--- config.mk ---
export PLATFORM = sky130hd
export DESIGN_NAME = uartc_top
export DESIGN_NICKNAME = d
export VERILOG_FILES = /design/src/inc/uartc_pkg.sv /design/src/rtl/uartc_top.sv
export SDC_FILE = /design/constraint.sdc
export NUM_CORES = 1
export LEC_CHECK = 0
export BUFFER_PORTS_ARGS = -buffer_cell sky130_fd_sc_hd__buf_2
export CAP_MARGIN = 20
export CORE_ASPECT_RATIO = 0.7
export CORE_MARGIN = 1
export CORE_UTILIZATION = 60
export CTS_BUF_LIST = sky130_fd_sc_hd__clkbuf_16
export DETAILED_ROUTE_END_ITERATION = 8
export PLACE_DENSITY = 0.78
export SYNTH_ARGS = -nofsm -noshare
export SYNTH_HDL_FRONTEND = slang
export SYNTH_SLANG_ARGS = --single-unit
--- constraint.sdc ---
create_clock -name ref_clk_i -period 11.5 [get_ports ref_clk_i]
set_input_delay 2.3 -clock ref_clk_i [delete_from_list [all_inputs] [get_ports ref_clk_i]]
set_output_delay 2.3 -clock ref_clk_i [all_outputs]
set_load 0.005 [all_outputs]
--- src/inc/uartc_pkg.sv ---
// constants and types shared by the uart channel
package uartc_pkg;
   localparam int unsigned FIFO_DEPTH = 16;
   localparam int unsigned OVS        = 16;
   // register offsets inside one channel window
   localparam logic [4:0]  OFS_DATA   = 5'h00;
   localparam logic [4:0]  OFS_IER    = 5'h04;
   localparam logic [4:0]  OFS_IIR    = 5'h08;
   localparam logic [4:0]  OFS_LCR    = 5'h0c;
   localparam logic [4:0]  OFS_LSR    = 5'h14;
   localparam logic [31:0] CH_SPAN    = 32'h0000_0020;
   // reset values
   localparam logic [7:0]  IER_RST    = 8'h00;
   localparam logic [7:0]  LCR_RST    = 8'h00;
   localparam logic [7:0]  DIV_RST    = 8'h00;
   localparam logic [1:0]  RX_TRIGGER_LEVEL_RST   = 2'h0;
   // field positions
   localparam int unsigned LCR_DIVISOR_ACCESS_BIT   = 7;
   localparam int unsigned LCR_BRK    = 6;
   localparam int unsigned LCR_STICK  = 5;
   localparam int unsigned LCR_EVEN   = 4;
   localparam int unsigned LCR_PEN    = 3;
   localparam int unsigned LCR_STB    = 2;
   localparam int unsigned FCR_EN     = 0;
   localparam int unsigned FCR_RFL    = 1;
   localparam int unsigned FCR_TFL    = 2;
   localparam int unsigned IER_RDA    = 0;
   localparam int unsigned IER_THR    = 1;
   localparam int unsigned IER_RLS    = 2;
   // interrupt codes
   localparam logic [3:0]  IID_NONE   = 4'h1;
   localparam logic [3:0]  IID_RLS    = 4'h6;
   localparam logic [3:0]  IID_RDA    = 4'h4;
   localparam logic [3:0]  IID_CTO    = 4'hc;
   localparam logic [3:0]  IID_THRE   = 4'h2;
   // receive trigger levels
   localparam int unsigned TRIG_0     = 1;
   localparam int unsigned TRIG_1     = 4;
   localparam int unsigned TRIG_2     = 8;
   localparam int unsigned TRIG_3     = 14;
   // bit timing in oversample ticks
   localparam logic [4:0]  BIT_LAST   = 5'(OVS - 1);
   localparam logic [4:0]  MID_LAST   = 5'(OVS / 2 - 1);
   localparam logic [4:0]  STOP15_LST = 5'(OVS * 3 / 2 - 1);
   localparam logic [4:0]  STOP2_LST  = 5'(OVS * 2 - 1);
   localparam logic [1:0]  AXI_OKAY   = 2'h0;
   typedef enum logic [4:0] {
      TX_IDLE = 5'h01, TX_START = 5'h02, TX_DATA = 5'h04, TX_PAR = 5'h08, TX_STOP = 5'h10
   } uartc_tx_t;
   typedef enum logic [4:0] {
      RX_IDLE = 5'h01, RX_START = 5'h02, RX_DATA = 5'h04, RX_PAR = 5'h08, RX_STOP = 5'h10
   } uartc_rx_t;
endpackage : uartc_pkg

--- src/rtl/uartc_top.sv ---
// one uart channel with fifos behind an axi4-lite slave
// Summary of operation
// - bit rate is clock over sixteen times the sixteen-bit divisor.
// - divisor access bit maps offsets 0x00/0x04 to divisor bytes.
// - offset 0x08 reads ident or fifo control; writes fifo control with access bit clear.
// - ident codes 0001 none, 0110, 0100, 1100, 0010 by priority.
// - line status interrupt on errors, removed by line status read.
// - received data interrupt follows data available or trigger level.
// - timeout in fifo mode after four idle character times with data; read clears.
// - transmit empty interrupt cleared by ident read or transmit write.
// - enable bits 2,1,0 gate line status, transmit empty, received data.
// - ident bits 7:6 read 11 in fifo mode, else 00.
// - fifo control 7:6 pick trigger of 1, 4, 8 or 14.
// - fifo control bits 2 and 1 flush transmit and receive fifos.
// - fifo enable off gives single byte buffering.
// - break bit forces serial output low, transmitter keeps running.
// - stick parity sends and checks 0 when even, 1 when odd.
// - even select picks even parity, else odd.
// - sixteen-entry transmit and receive fifos.
// - one, one and a half or two stops; break sent and detected.
// - channels repeat every 0x20 bytes.
// - offsets 0x10, 0x18, 0x1c reserved.
// - format 00011 is 8N1, 11011 is 8E1.
// - length select 00..11 gives five to eight data bits.
// - two stops with five bits sends one and a half.
// - error flags clear on line status read.
// - data ready while any received data unread.
//
// Register access over AXI4-Lite was chosen for this implementation.
`timescale 1ns/1ps
module uartc_top #(
   parameter int unsigned DEPTH = uartc_pkg::FIFO_DEPTH,
   parameter int unsigned AW    = 12
) (
   // clock and reset
   input  wire logic          ref_clk_i,
   input  wire logic          rstn_i,
   // axi4-lite write
   input  wire logic [AW-1:0] s_axi_awaddr_i,
   input  wire logic          s_axi_awvalid_i,
   output logic               s_axi_awready_o,
   input  wire logic [31:0]   s_axi_wdata_i,
   input  wire logic [3:0]    s_axi_wstrb_i,
   input  wire logic          s_axi_wvalid_i,
   output logic               s_axi_wready_o,
   output logic [1:0]         s_axi_bresp_o,
   output logic               s_axi_bvalid_o,
   input  wire logic          s_axi_bready_i,
   // axi4-lite read
   input  wire logic [AW-1:0] s_axi_araddr_i,
   input  wire logic          s_axi_arvalid_i,
   output logic               s_axi_arready_o,
   output logic [31:0]        s_axi_rdata_o,
   output logic [1:0]         s_axi_rresp_o,
   output logic               s_axi_rvalid_o,
   input  wire logic          s_axi_rready_i,
   // serial line and interrupt
   input  wire logic          rxd_i,
   output logic               txd_o,
   output logic               intr_o
);
   import uartc_pkg::*;

   localparam int unsigned IW = $clog2(DEPTH);
   localparam int unsigned CW = IW + 1;

   typedef struct packed {
      logic                     aw_hold;
      logic [4:0]               aw_adr;
      logic                     w_hold;
      logic                     w_en;
      logic [7:0]               w_dat;
      logic                     bvalid;
      logic                     rvalid;
      logic [7:0]               rdata;
      logic [7:0]               interrupt_enable;
      logic [7:0]               line_control;
      logic [7:0]               dll;
      logic [7:0]               divisor_high_byte;
      logic [1:0]               rx_trigger_level;
      logic                     fen;
      logic [15:0]              bdc;
      logic [DEPTH-1:0][7:0]    rmem;
      logic [IW-1:0]            rwp;
      logic [IW-1:0]            rrp;
      logic [CW-1:0]            rcnt;
      logic [DEPTH-1:0][7:0]    tmem;
      logic [IW-1:0]            twp;
      logic [IW-1:0]            trp;
      logic [CW-1:0]            tcnt;
      logic                     oe;
      logic                     pe;
      logic                     fe;
      logic                     bi;
      logic                     eif;
      logic                     thre_irq;
      logic                     cto;
      logic [9:0]               tmo;
      uartc_tx_t                tst;
      logic [4:0]               ttk;
      logic [2:0]               tbit;
      logic [7:0]               tsh;
      logic                     tpar;
      logic                     txd;
      logic                     txo;
      uartc_rx_t                rst;
      logic [4:0]               rtk;
      logic [2:0]               rbit;
      logic [7:0]               rsh;
      logic                     rpar;
      logic [2:0]               sync;
      logic                     rxl;
      logic                     rarm;
   } uartc_st_t;

   uartc_st_t     s;
   uartc_st_t     n;
   logic [15:0]   div;
   logic          tick;
   logic          divisor_access_bit;
   logic          parity_enable;
   logic [CW-1:0] cap;
   logic [CW-1:0] trig;
   logic [2:0]    wlast;
   logic [4:0]    stop_last;
   logic [3:0]    frame;
   logic [9:0]    tmo_lim;
   logic          rls_p;
   logic          rda_p;
   logic          cto_p;
   logic          thr_p;
   logic [3:0]    code;
   logic          ar_take;
   logic          wr;
   logic          rpush;
   logic          rpop;
   logic          rfull;
   logic          rflush;
   logic          tpush;
   logic          tpop;
   logic          tflush;
   logic [7:0]    rx_dat;
   logic          rx_fe;
   logic          rx_pe;

   // parity of the active data bits for the programmed format
   function automatic logic par_f(input logic [7:0] d, input logic [7:0] lc);
      logic p;
      p = ^(d & (8'hff >> (2'd3 - lc[1:0])));
      if (lc[LCR_STICK])
         return ~lc[LCR_EVEN];
      return lc[LCR_EVEN] ? p : ~p;
   endfunction : par_f

   assign s_axi_awready_o = !s.aw_hold && !s.bvalid;
   assign s_axi_wready_o  = !s.w_hold && !s.bvalid;
   assign s_axi_bvalid_o  = s.bvalid;
   assign s_axi_bresp_o   = AXI_OKAY;
   assign s_axi_arready_o = !s.rvalid;
   assign s_axi_rvalid_o  = s.rvalid;
   assign s_axi_rresp_o   = AXI_OKAY;
   assign s_axi_rdata_o   = {24'h0, s.rdata};
   assign txd_o           = s.txo;
   assign intr_o          = code != IID_NONE;
   assign ar_take         = s_axi_arvalid_i && !s.rvalid;
   assign wr              = s.aw_hold && s.w_hold && s.w_en;

   always_comb begin
      n = s;
      rpush = 1'b0;
      rpop = 1'b0;
      rflush = 1'b0;
      tpush = 1'b0;
      tpop = 1'b0;
      tflush = 1'b0;
      divisor_access_bit = s.line_control[LCR_DIVISOR_ACCESS_BIT];
      parity_enable = s.line_control[LCR_PEN];
      div = {s.divisor_high_byte, s.dll};
      tick = (div != 16'h0) && (s.bdc >= div - 16'h1);
      n.bdc = tick ? 16'h0 : s.bdc + 16'h1;
      cap = s.fen ? CW'(DEPTH) : CW'(1);
      rfull = s.rcnt >= cap;
      case (s.rx_trigger_level)
         2'd0: trig = CW'(TRIG_0);
         2'd1: trig = CW'(TRIG_1);
         2'd2: trig = CW'(TRIG_2);
         default: trig = CW'(TRIG_3);
      endcase
      wlast = 3'd4 + {1'b0, s.line_control[1:0]};
      if (!s.line_control[LCR_STB])
         stop_last = BIT_LAST;
      else if (s.line_control[1:0] == 2'd0)
         stop_last = STOP15_LST;
      else
         stop_last = STOP2_LST;
      frame = 4'd7 + {2'b0, s.line_control[1:0]} + {3'b0, parity_enable} + {3'b0, s.line_control[LCR_STB]};
      tmo_lim = {frame, 6'h0};
      rls_p = s.interrupt_enable[IER_RLS] && (s.oe || s.pe || s.fe || s.bi);
      rda_p = s.interrupt_enable[IER_RDA] && (s.fen ? s.rcnt >= trig : s.rcnt != '0);
      cto_p = s.interrupt_enable[IER_RDA] && s.cto;
      thr_p = s.interrupt_enable[IER_THR] && s.thre_irq;
      if (rls_p)
         code = IID_RLS;
      else if (rda_p)
         code = IID_RDA;
      else if (cto_p)
         code = IID_CTO;
      else if (thr_p)
         code = IID_THRE;
      else
         code = IID_NONE;

      // bus write side: address and data taken in either order
      if (s_axi_awvalid_i && s_axi_awready_o) begin
         n.aw_hold = 1'b1;
         n.aw_adr = s_axi_awaddr_i[4:0];
      end
      if (s_axi_wvalid_i && s_axi_wready_o) begin
         n.w_hold = 1'b1;
         n.w_dat = s_axi_wdata_i[7:0];
         n.w_en = s_axi_wstrb_i[0];
      end
      if (s.bvalid && s_axi_bready_i)
         n.bvalid = 1'b0;
      if (s.aw_hold && s.w_hold) begin
         n.aw_hold = 1'b0;
         n.w_hold = 1'b0;
         n.bvalid = 1'b1;
      end
      if (wr) begin
         case (s.aw_adr)
            OFS_DATA: begin
               if (divisor_access_bit)
                  n.dll = s.w_dat;
               else
                  tpush = 1'b1;
            end
            OFS_IER: begin
               if (divisor_access_bit)
                  n.divisor_high_byte = s.w_dat;
               else
                  n.interrupt_enable = {5'h0, s.w_dat[2:0]};
            end
            OFS_IIR: begin
               if (!divisor_access_bit) begin
                  n.fen = s.w_dat[FCR_EN];
                  n.rx_trigger_level = s.w_dat[7:6];
                  rflush = s.w_dat[FCR_RFL] || (s.w_dat[FCR_EN] != s.fen);
                  tflush = s.w_dat[FCR_TFL] || (s.w_dat[FCR_EN] != s.fen);
               end
            end
            OFS_LCR: n.line_control = s.w_dat;
            default: n.line_control = s.line_control;
         endcase
      end

      // bus read side with its side effects
      if (s.rvalid && s_axi_rready_i)
         n.rvalid = 1'b0;
      if (ar_take) begin
         n.rvalid = 1'b1;
         n.rdata = 8'h00;
         case (s_axi_araddr_i[4:0])
            OFS_DATA: begin
               if (divisor_access_bit)
                  n.rdata = s.dll;
               else begin
                  n.rdata = s.rmem[s.rrp];
                  rpop = s.rcnt != '0;
               end
            end
            OFS_IER: n.rdata = divisor_access_bit ? s.divisor_high_byte : s.interrupt_enable;
            OFS_IIR: begin
               if (divisor_access_bit)
                  n.rdata = {s.rx_trigger_level, 5'h0, s.fen};
               else begin
                  n.rdata = {{2{s.fen}}, 2'b00, code};
                  if (code == IID_THRE)
                     n.thre_irq = 1'b0;
               end
            end
            OFS_LCR: n.rdata = s.line_control;
            OFS_LSR: begin
               n.rdata = {s.eif, (s.tcnt == '0) && (s.tst == TX_IDLE), s.tcnt == '0,
                          s.bi, s.fe, s.pe, s.oe, s.rcnt != '0};
               n.oe = 1'b0;
               n.pe = 1'b0;
               n.fe = 1'b0;
               n.bi = 1'b0;
               n.eif = 1'b0;
            end
            default: n.rdata = 8'h00;
         endcase
      end

      // transmitter; break only masks the pin, so frames still complete
      if (tick) begin
         n.ttk = s.ttk + 5'd1;
         case (s.tst)
            TX_IDLE: begin
               n.ttk = 5'd0;
               if (s.tcnt != '0) begin
                  tpop = 1'b1;
                  n.tsh = s.tmem[s.trp];
                  n.txd = 1'b0;
                  n.tst = TX_START;
               end
            end
            TX_START: begin
               if (s.ttk == BIT_LAST) begin
                  n.ttk = 5'd0;
                  n.tbit = 3'd0;
                  n.txd = s.tsh[0];
                  n.tpar = par_f(s.tsh, s.line_control);
                  n.tst = TX_DATA;
               end
            end
            TX_DATA: begin
               if (s.ttk == BIT_LAST) begin
                  n.ttk = 5'd0;
                  n.tsh = s.tsh >> 1;
                  n.tbit = s.tbit + 3'd1;
                  n.txd = s.tsh[1];
                  if (s.tbit == wlast) begin
                     n.tst = parity_enable ? TX_PAR : TX_STOP;
                     n.txd = parity_enable ? s.tpar : 1'b1;
                  end
               end
            end
            TX_PAR: begin
               if (s.ttk == BIT_LAST) begin
                  n.ttk = 5'd0;
                  n.txd = 1'b1;
                  n.tst = TX_STOP;
               end
            end
            TX_STOP: begin
               if (s.ttk == stop_last) begin
                  n.ttk = 5'd0;
                  n.tst = TX_IDLE;
               end
            end
            default: n.tst = TX_IDLE;
         endcase
      end

      // receiver: three-flop sync, level accepted when stages two and three agree
      n.sync = {s.sync[1:0], rxd_i};
      if (s.sync[1] == s.sync[2])
         n.rxl = s.sync[2];
      if (s.rst == RX_IDLE && s.rxl)
         n.rarm = 1'b1;
      rx_dat = s.rsh >> (2'd3 - s.line_control[1:0]);
      rx_fe = !s.rxl;
      rx_pe = parity_enable && (s.rpar != par_f(rx_dat, s.line_control));
      if (tick) begin
         n.rtk = s.rtk + 5'd1;
         case (s.rst)
            RX_IDLE: begin
               n.rtk = 5'd0;
               if (!s.rxl && s.rarm) begin
                  n.rarm = 1'b0;
                  n.rst = RX_START;
               end
            end
            RX_START: begin
               if (s.rtk == MID_LAST) begin
                  n.rtk = 5'd0;
                  n.rbit = 3'd0;
                  n.rst = s.rxl ? RX_IDLE : RX_DATA;
               end
            end
            RX_DATA: begin
               if (s.rtk == BIT_LAST) begin
                  n.rtk = 5'd0;
                  n.rsh = {s.rxl, s.rsh[7:1]};
                  n.rbit = s.rbit + 3'd1;
                  if (s.rbit == wlast)
                     n.rst = parity_enable ? RX_PAR : RX_STOP;
               end
            end
            RX_PAR: begin
               if (s.rtk == BIT_LAST) begin
                  n.rtk = 5'd0;
                  n.rpar = s.rxl;
                  n.rst = RX_STOP;
               end
            end
            RX_STOP: begin
               if (s.rtk == BIT_LAST) begin
                  n.rtk = 5'd0;
                  n.rarm = 1'b0;
                  rpush = 1'b1;
                  n.rst = RX_IDLE;
               end
            end
            default: n.rst = RX_IDLE;
         endcase
      end
      if (rpush) begin
         if (rfull)
            n.oe = 1'b1;
         n.pe = s.pe || rx_pe;
         n.fe = s.fe || rx_fe;
         n.bi = s.bi || (rx_fe && rx_dat == 8'h00 && !(parity_enable && s.rpar));
         n.eif = s.eif || (s.fen && (rx_fe || rx_pe));
      end

      if (rflush) begin
         n.rcnt = '0;
         n.rwp = '0;
         n.rrp = '0;
      end else begin
         if (rpush && !rfull) begin
            n.rmem[s.rwp] = rx_dat;
            n.rwp = s.rwp + IW'(1);
         end
         if (rpop)
            n.rrp = s.rrp + IW'(1);
         n.rcnt = s.rcnt + CW'(rpush && !rfull) - CW'(rpop);
      end
      // transmit fifo; a write to a full fifo is dropped
      if (tflush) begin
         n.tcnt = '0;
         n.twp = '0;
         n.trp = '0;
      end else begin
         if (tpush && s.tcnt < cap) begin
            n.tmem[s.twp] = s.w_dat;
            n.twp = s.twp + IW'(1);
         end
         if (tpop)
            n.trp = s.trp + IW'(1);
         n.tcnt = s.tcnt + CW'(tpush && s.tcnt < cap) - CW'(tpop);
      end

      if (tpush)
         n.thre_irq = 1'b0;
      if ((n.tcnt == '0 && s.tcnt != '0) ||
          (wr && s.aw_adr == OFS_IER && !divisor_access_bit && s.w_dat[IER_THR] && n.tcnt == '0))
         n.thre_irq = 1'b1;

      if (rpush || rpop || s.rcnt == '0)
         n.tmo = 10'h0;
      else if (tick && s.tmo != tmo_lim)
         n.tmo = s.tmo + 10'h1;
      if (rpop || rflush || s.rcnt == '0)
         n.cto = 1'b0;
      else if (s.fen && s.tmo == tmo_lim && !rpush)
         n.cto = 1'b1;

      n.txo = n.txd && !n.line_control[LCR_BRK];
   end

   always_ff @(posedge ref_clk_i or negedge rstn_i) begin
      if (!rstn_i) begin
         s <= '0;
         s.interrupt_enable <= IER_RST;
         s.line_control <= LCR_RST;
         s.dll <= DIV_RST;
         s.divisor_high_byte <= DIV_RST;
         s.rx_trigger_level <= RX_TRIGGER_LEVEL_RST;
         s.tst <= TX_IDLE;
         s.rst <= RX_IDLE;
         s.txd <= 1'b1;
         s.txo <= 1'b1;
      end else begin
         s <= n;
      end
   end
endmodule : uartc_top

After elaboration in Yosys (flattened, before gate mapping)
Cells that the tools add are included.
{ "totals": {"output_inout_bits": 43, "elab_cells": 391, "ff_bits": 422} }
{ "op_classes": {"magnitude_cmp": 10, "shift": 2, "add_sub_neg": 20, "n_bitwise": 8, "n_eq_ne": 45, "mux": 121, "n_reduce_logical": 108} }
{ "op_table": {"columns": ["operator", "n"], "rows": [
  ["$bwmux W128", 2],
  ["$pmux W5 S5", 4],
  ["$mux W8", 12],
  ["$mux W10", 7],
  ["$bmux W8 S4", 2],
  ["$demux W8 S4", 2],
  ["$mux W13", 4],
  ["$mux W1", 51],
  ["$mux W5", 9],
  ["$mux W21", 2],
  ["$eq A5 B4 Y1 const B", 8],
  ["$pmux W8 S5", 1],
  ["$logic_and A1 B1 Y1", 35],
  ["$mux W4", 8],
  ["$reduce_bool A2 Y1", 15],
  ["$mux W26", 1],
  ["$eq A5 B3 Y1 const B", 5],
  ["$logic_not A5 Y1", 5],
  ["$reduce_and A3 Y1", 7],
  ["$lt A4 B5 Y1 const B", 4],
  ["$ne A2 B2 Y1 const B", 10],
  ["$add A16 B1 Y16 const B", 1],
  ["$add A4 B1 Y4 const B", 4],
  ["$and A8 B8 Y8", 2],
  ["other kinds (54)", 113]
]} }

Logic depth before layout (Yosys ltp)
Gate-level depths: netlist of the first run.
{ "depth": {"ltp_word": 14, "mapped_depth": 22, "mapped_depth_nobuf": 22} }

Worst setup path before layout of the first run
Ideal clock, no wire load.
{ "synth_timing": {"kind": "input -> register", "startpoint": "input s_axi_araddr_i[4]", "endpoint": "register s[213] in the netlist's numbering", "setup_slack_ns": 6.335, "arrival_time_ns": 5.087, "cell_stages": 14, "path_buffers": 2, "cell_sequence": "clkbuf_1 -> or3_1 -> or3_1 -> nor2_1 -> and3_1 -> buf_2 -> ha_1 -> inv_1 -> ha_1 -> fa_1 -> a21oi_1 -> nor2_1 -> or3_1 -> a21oi_1"} }
{ "synth_rtl": {"columns": ["item", "line", "source"], "rows": [
  ["start: declaration", "uartc_top.sv:50", "input wire logic [AW-1:0] s_axi_araddr_i,"],
  ["end signal: assignment", "uartc_top.sv:468", "s <= n;"],
  ["end: declaration", "uartc_top.sv:116", "uartc_st_t s;"]
]} }

Final worst setup path of the first run
{ "layout_timing": {"startpoint": "register s[368] in the netlist's numbering", "endpoint": "output intr_o"} }
{ "layout_via": {"elab_chain_len": 8, "elab_cells_between_ends": 10, "classes_between": "order compare: 1; eq/ne: 3; mux: 4; reduce/logical: 2"} }
{ "layout_lines": {"columns": ["item", "line", "source"], "rows": [
  ["$eq A2 B2 Y1 (tied with other cells)", "uartc_top.sv:183", "case (s.rx_trigger_level)"],
  ["$pmux W4 S3 *", "uartc_top.sv:183", null],
  ["$ge A5 B5 Y1 *", "uartc_top.sv:199", "rda_p = s.interrupt_enable[IER_RDA] && (s.fen ? s.rcnt >= trig : s.rcnt != '0);"],
  ["$mux W1 *", "uartc_top.sv:199", null],
  ["$logic_and A1 B1 Y1 *", "uartc_top.sv:199", null],
  ["$mux W4 *", "uartc_top.sv:204", "else if (rda_p)"],
  ["$mux W4 *", "uartc_top.sv:202", "if (rls_p)"],
  ["$ne A4 B1 Y1 *", "uartc_top.sv:164", "assign intr_o = code != IID_NONE;"],
  ["end: declaration", "uartc_top.sv:60", "output logic intr_o"]
]} }
Mark *: on every way between the ends. The rest lies on a longest branch, timed or not.

==> results of run 1 <==
[final timing paths]
kind,start,to,slack (ns),cells after the start
min,n[3],n[4],0.36,0
max,s[368],intr_o,5.81,9
min in group asynchronous,rstn_i,n[3],1.74,1
max in group asynchronous,rstn_i,s[214],8.24,2
min reg2reg,n[3],n[4],0.36,0
max reg2reg,div[2],s[62],6.31,22
[layout make-up]
class                      count  area, µm²  share of cell area (%)
inverter                      56        210                   0.884
sequential                   422      10600                    44.5
clock inverter                30        236                   0.995
tap                          480        601                    2.53
clock buffer                  43       1080                    4.53
timing repair buffer          62        383                    1.61
multi-input combinational   1176      10700                    45.0
antenna                        2       5.00                  0.0211
[cells by family (layout without fill, tap and decap cells)]
group | count (synthesis) | count (layout) | share of synthesized area, %
XOR/XNOR | 77 | 77 | 3.05
buffers and inverters | 192 | 191 | 4.27
AND/OR/NAND/NOR | 416 | 416 | 9.98
adder cells (fa/ha/maj) | 72 | 72 | 4.17
AO/OA/AOI/OAI | 171 | 171 | 4.95
flip-flops | 422 | 422 | 47.8
other | 1 | 30 | 0.0170
multiplexers | 412 | 412 | 25.7
[registers in the layout, summed over array words and instances (netlist names)]
name and count:
s 391, div 16, s_axi_rdata_o 8, n 2
divisor_access_bit 1, parity_enable 1, s_axi_bvalid_o 1, s_axi_rvalid_o 1
txd_o 1
[stage by stage]
step | hold slack (ns) | util, %
after floorplan | 0.331 | -
after global placement | 0.362 | 62.2
after detailed placement | 0.357 | 62.2
after CTS | 0.361 | 65.9
after global routing | 0.370 | 65.9
final | 0.358 | 65.9
[routing by layer]
| layer | vias to the layer above | track usage (%) | part of all wire (%) |
|---|---|---|---|
| met1 | 7344 | 41.8 | 45 |
| met5 | - | 0 | 0 |
| li1 | 6279 | - | - |
| met2 | 551 | 40.0 | 43 |
| met4 | 0 | 7.04 | 1.9 |
| met3 | 92 | 8.79 | 9.8 |
[placed cells by master (no fill, tap or decap), types with 14 or more instances in the layout]
cell       Yosys  layout
xor2_1        40      40
ha_1          68      68
xnor2_1       37      37
mux2_4        48      48
a21oi_1       48      48
nand2b_1      14      14
and3_1        16      16
dfrtp_1      418     416
inv_1         55      63
mux2_2       263     263
clkbuf_16      0      43
nor2_1       106     106
buf_2         19      41
nand3_1       52      52
nor2b_1       18      18
mux4_2        79      79
nand4_1       16      16
conb_1         1      28
mux2i_1       17      17
nand2_1       94      94
buf_4         37      19
o21ai_0       45      45
[power by group]
group,switching [µW],internal [µW]
sequential,223,1570
combinational,432,333
clock,576,765
total,1230,2670
==> results.toml, run 1 <==
[critical_path]
end_kind = "output port"
crit_fanout = 5
path_buf_inv = 1
crit_chain = "nor2_1 > ha_1 > nand2b_1 > a21o_1 > a21o_1 > a2111oi_0 > o211a_1 > nand2_1 > buf_2"
cpPeakStageDelay_ns = 0.82
cp.arrival_ns = 3.39
critPathMostFrequentCell = "a21o_1"
worstSetupPathType = "reg -> out"
crit_slowest_cell = "a2111oi_0"
cp_top_family = "compound AO/OA/AOI/OAI gates"
cp-start-kind = "flop"
required_ns = 9.20

[clocking]
cts_buffers = 42
cts.sinks = 422
insertion_delay_ns = 0.55
clkSlewWorstSetupHoldPaths_ns = 0.06
cts_tree = "done"
postCtsHoldBufs = 0
cts_resized = 0
htreeDepth = 2
postCtsSetupRepairBufs = 0
cts_buffer_depth = 3
clock-root-buffer = "clkbuf_16"

[drt]
num_vias = 14266
drtPass1Iterations = 6
drc = 0
drt_iter0_markers = 1566
wl_per_cell_um = 22.5
vias_per_cell = 6.28
antenna_left = 0
finalWirelength_mm = 51.1

[timing]
period_share_pct = 49.5
slew_violations = 0
finClkSkew_ns = 0.0219
relSlewSlack_pct = 22.9
setup_viol = 0
fin_tns_setup_ns = 0
hold_viol_final = 0
fmax_mhz = 176
period_minus_slack_ns = 5.69
worstMarginPinSlew_ns = 1.16
setup_slack_ns = 5.81
rsz0062_at_grt = "no"

[worst_hold_path]
hp-class = "reg -> reg"

[placed_design]
gp_congestion = 0.918
placed_area_um2 = 22400
port_buffers = 41
place_ws_ns = 5.92
dp_cells = 2194
dp.final_hpwl_mm = 35.0

[synth]
synth-seq-cells = 422
synthArstFlopShare_pct = 100
synth.most_common_cell = "dfrtp_1"
synthTopCellsByArea = "dfrtp_1 (47%), mux2_2 (13%), mux4_2 (8.1%)"
synth_top_area_share_pct = 47.3
avgSynthCellArea_um2 = 12.5
ys_seq_area_share_pct = 47.8
syn_area_um2 = 22100
ys.flop_type = "dfrtp_1"
yosysTopAreaCell = "dfrtp_1"
ys.warnings.count = 0
synth-edff-count = 0
synth_cells = 1763
synth_cell_type_count = 86
synthTopCellsByCount = "dfrtp_1 (418), mux2_2 (263), nor2_1 (106)"

[floorplanning]
std_cell_rows = 58
die-area_um2 = 37600
initial_core_util_pct = 61.3
coreArea_um2 = 36100
num_io_pins = 111
die_h_um = 163
die_x_um = 231

[grt]
grt_pass1_wl_mm = 81.3
grt.overflow.total = 0
antenna_found_initial = 2
grt_max_degree = 189
track_usage_pct = 28.1
grt_pass1_vias = 14372

[power_and_ir_drop]
cellPowerDensity_nw_per_um2 = 164
p_leak_uw = 0.0113
ir_drop_uv = 164
p_total_uw = 3900

[flow_run]
maxCapViolCount = 0

[cells_and_area]
final_cells = 2271
fin_nets = 1899
fillers = 2550
layout-drive-gt1-share_pct = 30.9
fin_area_um2 = 23800
area_growth_pct = 7.58

[status]
outcome = "completed"
Power figures use the tool's default switching activity.
==> run 2: changes to the inputs <==
--- a/config.mk
+++ b/config.mk
@@ -5,14 +5,15 @@
 export SDC_FILE = /design/constraint.sdc
 export NUM_CORES = 1
 export LEC_CHECK = 0
+export ABC_AREA = 1
 export BUFFER_PORTS_ARGS = -buffer_cell sky130_fd_sc_hd__buf_2
 export CAP_MARGIN = 20
 export CORE_ASPECT_RATIO = 0.7
 export CORE_MARGIN = 1
-export CORE_UTILIZATION = 60
+export CORE_UTILIZATION = 56
 export CTS_BUF_LIST = sky130_fd_sc_hd__clkbuf_16
 export DETAILED_ROUTE_END_ITERATION = 8
-export PLACE_DENSITY = 0.78
+export PLACE_DENSITY = 0.77
 export SYNTH_ARGS = -nofsm -noshare
 export SYNTH_HDL_FRONTEND = slang
 export SYNTH_SLANG_ARGS = --single-unit
==> constraint.sdc (replaced) <==
create_clock -name ref_clk_i -period 5.2 [get_ports ref_clk_i]
set_input_delay 1.04 -clock ref_clk_i [delete_from_list [all_inputs] [get_ports ref_clk_i]]
set_output_delay 1.04 -clock ref_clk_i [all_outputs]
set_load 0.005 [all_outputs]
==> results.toml, run 2 <==
[synth]
yosysTopAreaCell = "dfrtp_1"
synth_cells = 2691
synth-seq-cells = 422
syn_area_um2 = 22400
synth.most_common_cell = "nand2_1"
ys.flop_type = "dfrtp_1"
synthArstFlopShare_pct = 100
synthTopCellsByCount = "nand2_1 (625), dfrtp_1 (418), o21ai_0 (348)"
synthTopCellsByArea = "dfrtp_1 (47%), nand2_1 (10%), o21ai_0 (7.8%)"
ys_seq_area_share_pct = 47.2
synth_cell_type_count = 58
synth_top_area_share_pct = 46.7
ys.warnings.count = 0
synth-edff-count = 0
avgSynthCellArea_um2 = 8.32

[placed_design]
port_buffers = 41
gp_congestion = 0.991
placed_area_um2 = 22700
dp.final_hpwl_mm = 40.3

[critical_path]
path_buf_inv = 4
reg2reg_to = "s[62]"
cp_top_family = "simple AND/OR/NAND/NOR gates"
cp.arrival_ns = 5.22
startpoint = "div[2]"
cpPeakStageDelay_ns = 0.44
required_ns = 5.68
crit_end = "s[62]"
r2r_setup_slack_ns = 0.46
crit_fanout = 5
cp_num_cells = 30
reg2reg_depth = 30
end_kind = "flop"
worstSetupPathType = "reg -> reg"
cp-start-kind = "flop"
r2r-start = "div[2]"
crit_slowest_cell = "dfrtp_1"

[timing]
hold_viol_final = 0
period_minus_slack_ns = 4.74
worstMarginPinSlew_ns = 1.05
relSlewSlack_pct = 29.8
fin_tns_setup_ns = 0
fmax_mhz = 211
setup_viol = 0
finClkSkew_ns = 0.0244
period_share_pct = 91.2
holdWs_ns = 0.358
slew_violations = 0

[grt]
grt_pass1_wl_mm = 92.6
track_usage_pct = 29.0
grt_max_degree = 107
grt_pass1_vias = 17221
antenna_found_initial = 1
grt.overflow.total = 0

[flow_run]
maxCapViolCount = 0

[clocking]
postCtsHoldBufs = 0
cts.sinks = 422
cts_buffers = 41
cts_buffer_depth = 3
clkSlewWorstSetupHoldPaths_ns = 0.07
cts_tree = "done"
insertion_delay_ns = 0.56
clock-root-buffer = "clkbuf_16"
htreeDepth = 2

[floorplanning]
die_h_um = 169
num_io_pins = 111
initial_core_util_pct = 57.6
die_x_um = 241
die-area_um2 = 40800
coreArea_um2 = 38900
std_cell_rows = 60

[drt]
vias_per_cell = 5.78
drtPass1Iterations = 7
antenna_left = 0
num_vias = 18642
finalWirelength_mm = 58.3
wl_per_cell_um = 18.1
drt_iter0_markers = 2088
drc = 0

[cells_and_area]
area_growth_pct = 7.37
final_cell_mix = "nand2_1 (625), dfrtp_1 (415), o21ai_0 (348), inv_1 (260), nor2_1 (175)"
fillers = 3289
final_common_cell = "nand2_1"
fin_area_um2 = 24100
fin_nets = 2807
largest_reg_flops = 391
top_register = "s"
layout-drive-gt1-share_pct = 9.19

[power_and_ir_drop]
p_total_uw = 9260
cellPowerDensity_nw_per_um2 = 385
ir_drop_uv = 302
p_leak_uw = 0.0114

[status]
outcome = "completed"

[worst_hold_path]
hp-class = "reg -> reg"
run 2: cell count changes after synthesis, sizes merged, moves of 24 or more:
cell	previous run	this run
a21oi	48	125
buf	69	100
inv	56	256
mux2	316	4
mux4	79	0
nand2	94	639
nand3	52	129
nor2	119	177
o211ai	3	50
o21ai	48	445
o22ai	6	30
xnor2	37	11
run 2: worst min path at each step:
stage	from	end	slack [ns]	cells past startpoint
after CTS	n[3]	n[4]	0.36	0
after global placement	n[3]	n[4]	0.34	0
final	n[3]	n[4]	0.36	0
after detailed placement	n[3]	n[4]	0.34	0
after global routing	n[3]	n[4]	0.37	0
after floorplan	n[3]	n[4]	0.33	0
run 2: worst register-to-register path, delay by kind of cell (launching register included):
family          cells  cell delay (ns)
flops               1             0.44
compound gates      5             0.66
simple gates       15             1.85
buf+inv             4             0.22
xor+xnor            2             0.32
fa+ha+maj           4             1.18
run 2: cells by family (layout without fill, tap and decap cells):
group                      Yosys count  after routing  synth area share [%]
adders and majority gates           72             72                  4.11
xor gates and xnor gates            43             43                  1.68
and+or+nand+nor                   1027           1027                  20.4
AOI/OAI and AO/OA                  676            676                  17.1
DFF                                422            422                  47.2
other                                1             29                0.0167
muxes                               22             22                  1.01
buffers and inverters              428            409                  8.55
run 2: final cells by class:
cell class              instances  area (µm²)  share of cell area, %
multi-input cells            1868       10100                   41.8
flip-flops and latches        422       10600                   44.0
well taps                     527         659                   2.74
repair buffers                 70         470                   1.96
clock buffers                  41        1030                   4.27
clock inverters                33         268                   1.11
diodes                          1        2.50                 0.0104
inverters                     265         996                   4.14
run 2: layer usage:
metal	share of wire, %	global-route usage (%)	wire [µm]
met5	0	0	0
met4	2.3	7.65	1310
met3	10	7.79	6080
met2	41	40.6	24200
met1	46	44.2	26800
run 2: per-stage QoR:
| step | cells | setup slack, ns | util (%) |
|---|---|---|---|
| after floorplan | 2718 | 0.575 | - |
| after global placement | 3150 | 0.327 | 58.4 |
| after detailed placement | 3150 | 0.186 | 58.4 |
| after CTS | 3224 | 0.149 | 61.7 |
| after global routing | 3227 | -0.0179 | 61.9 |
| final | 3227 | 0.458 | 61.9 |
run 2: repair_timing:
item / CTS / global route
buffers inserted: 0 / 2
gates resized for setup: 0 / 6
setup endpoints to repair: 0 / 2
run 2: report_power, final:
part	total (µW)	internal [µW]	leakage (µW)	switching, µW
Sequential	3770	3470	0.00576	297
Clock	2940	1640	0.000650	1300
Combinational	2540	762	0.00496	1780
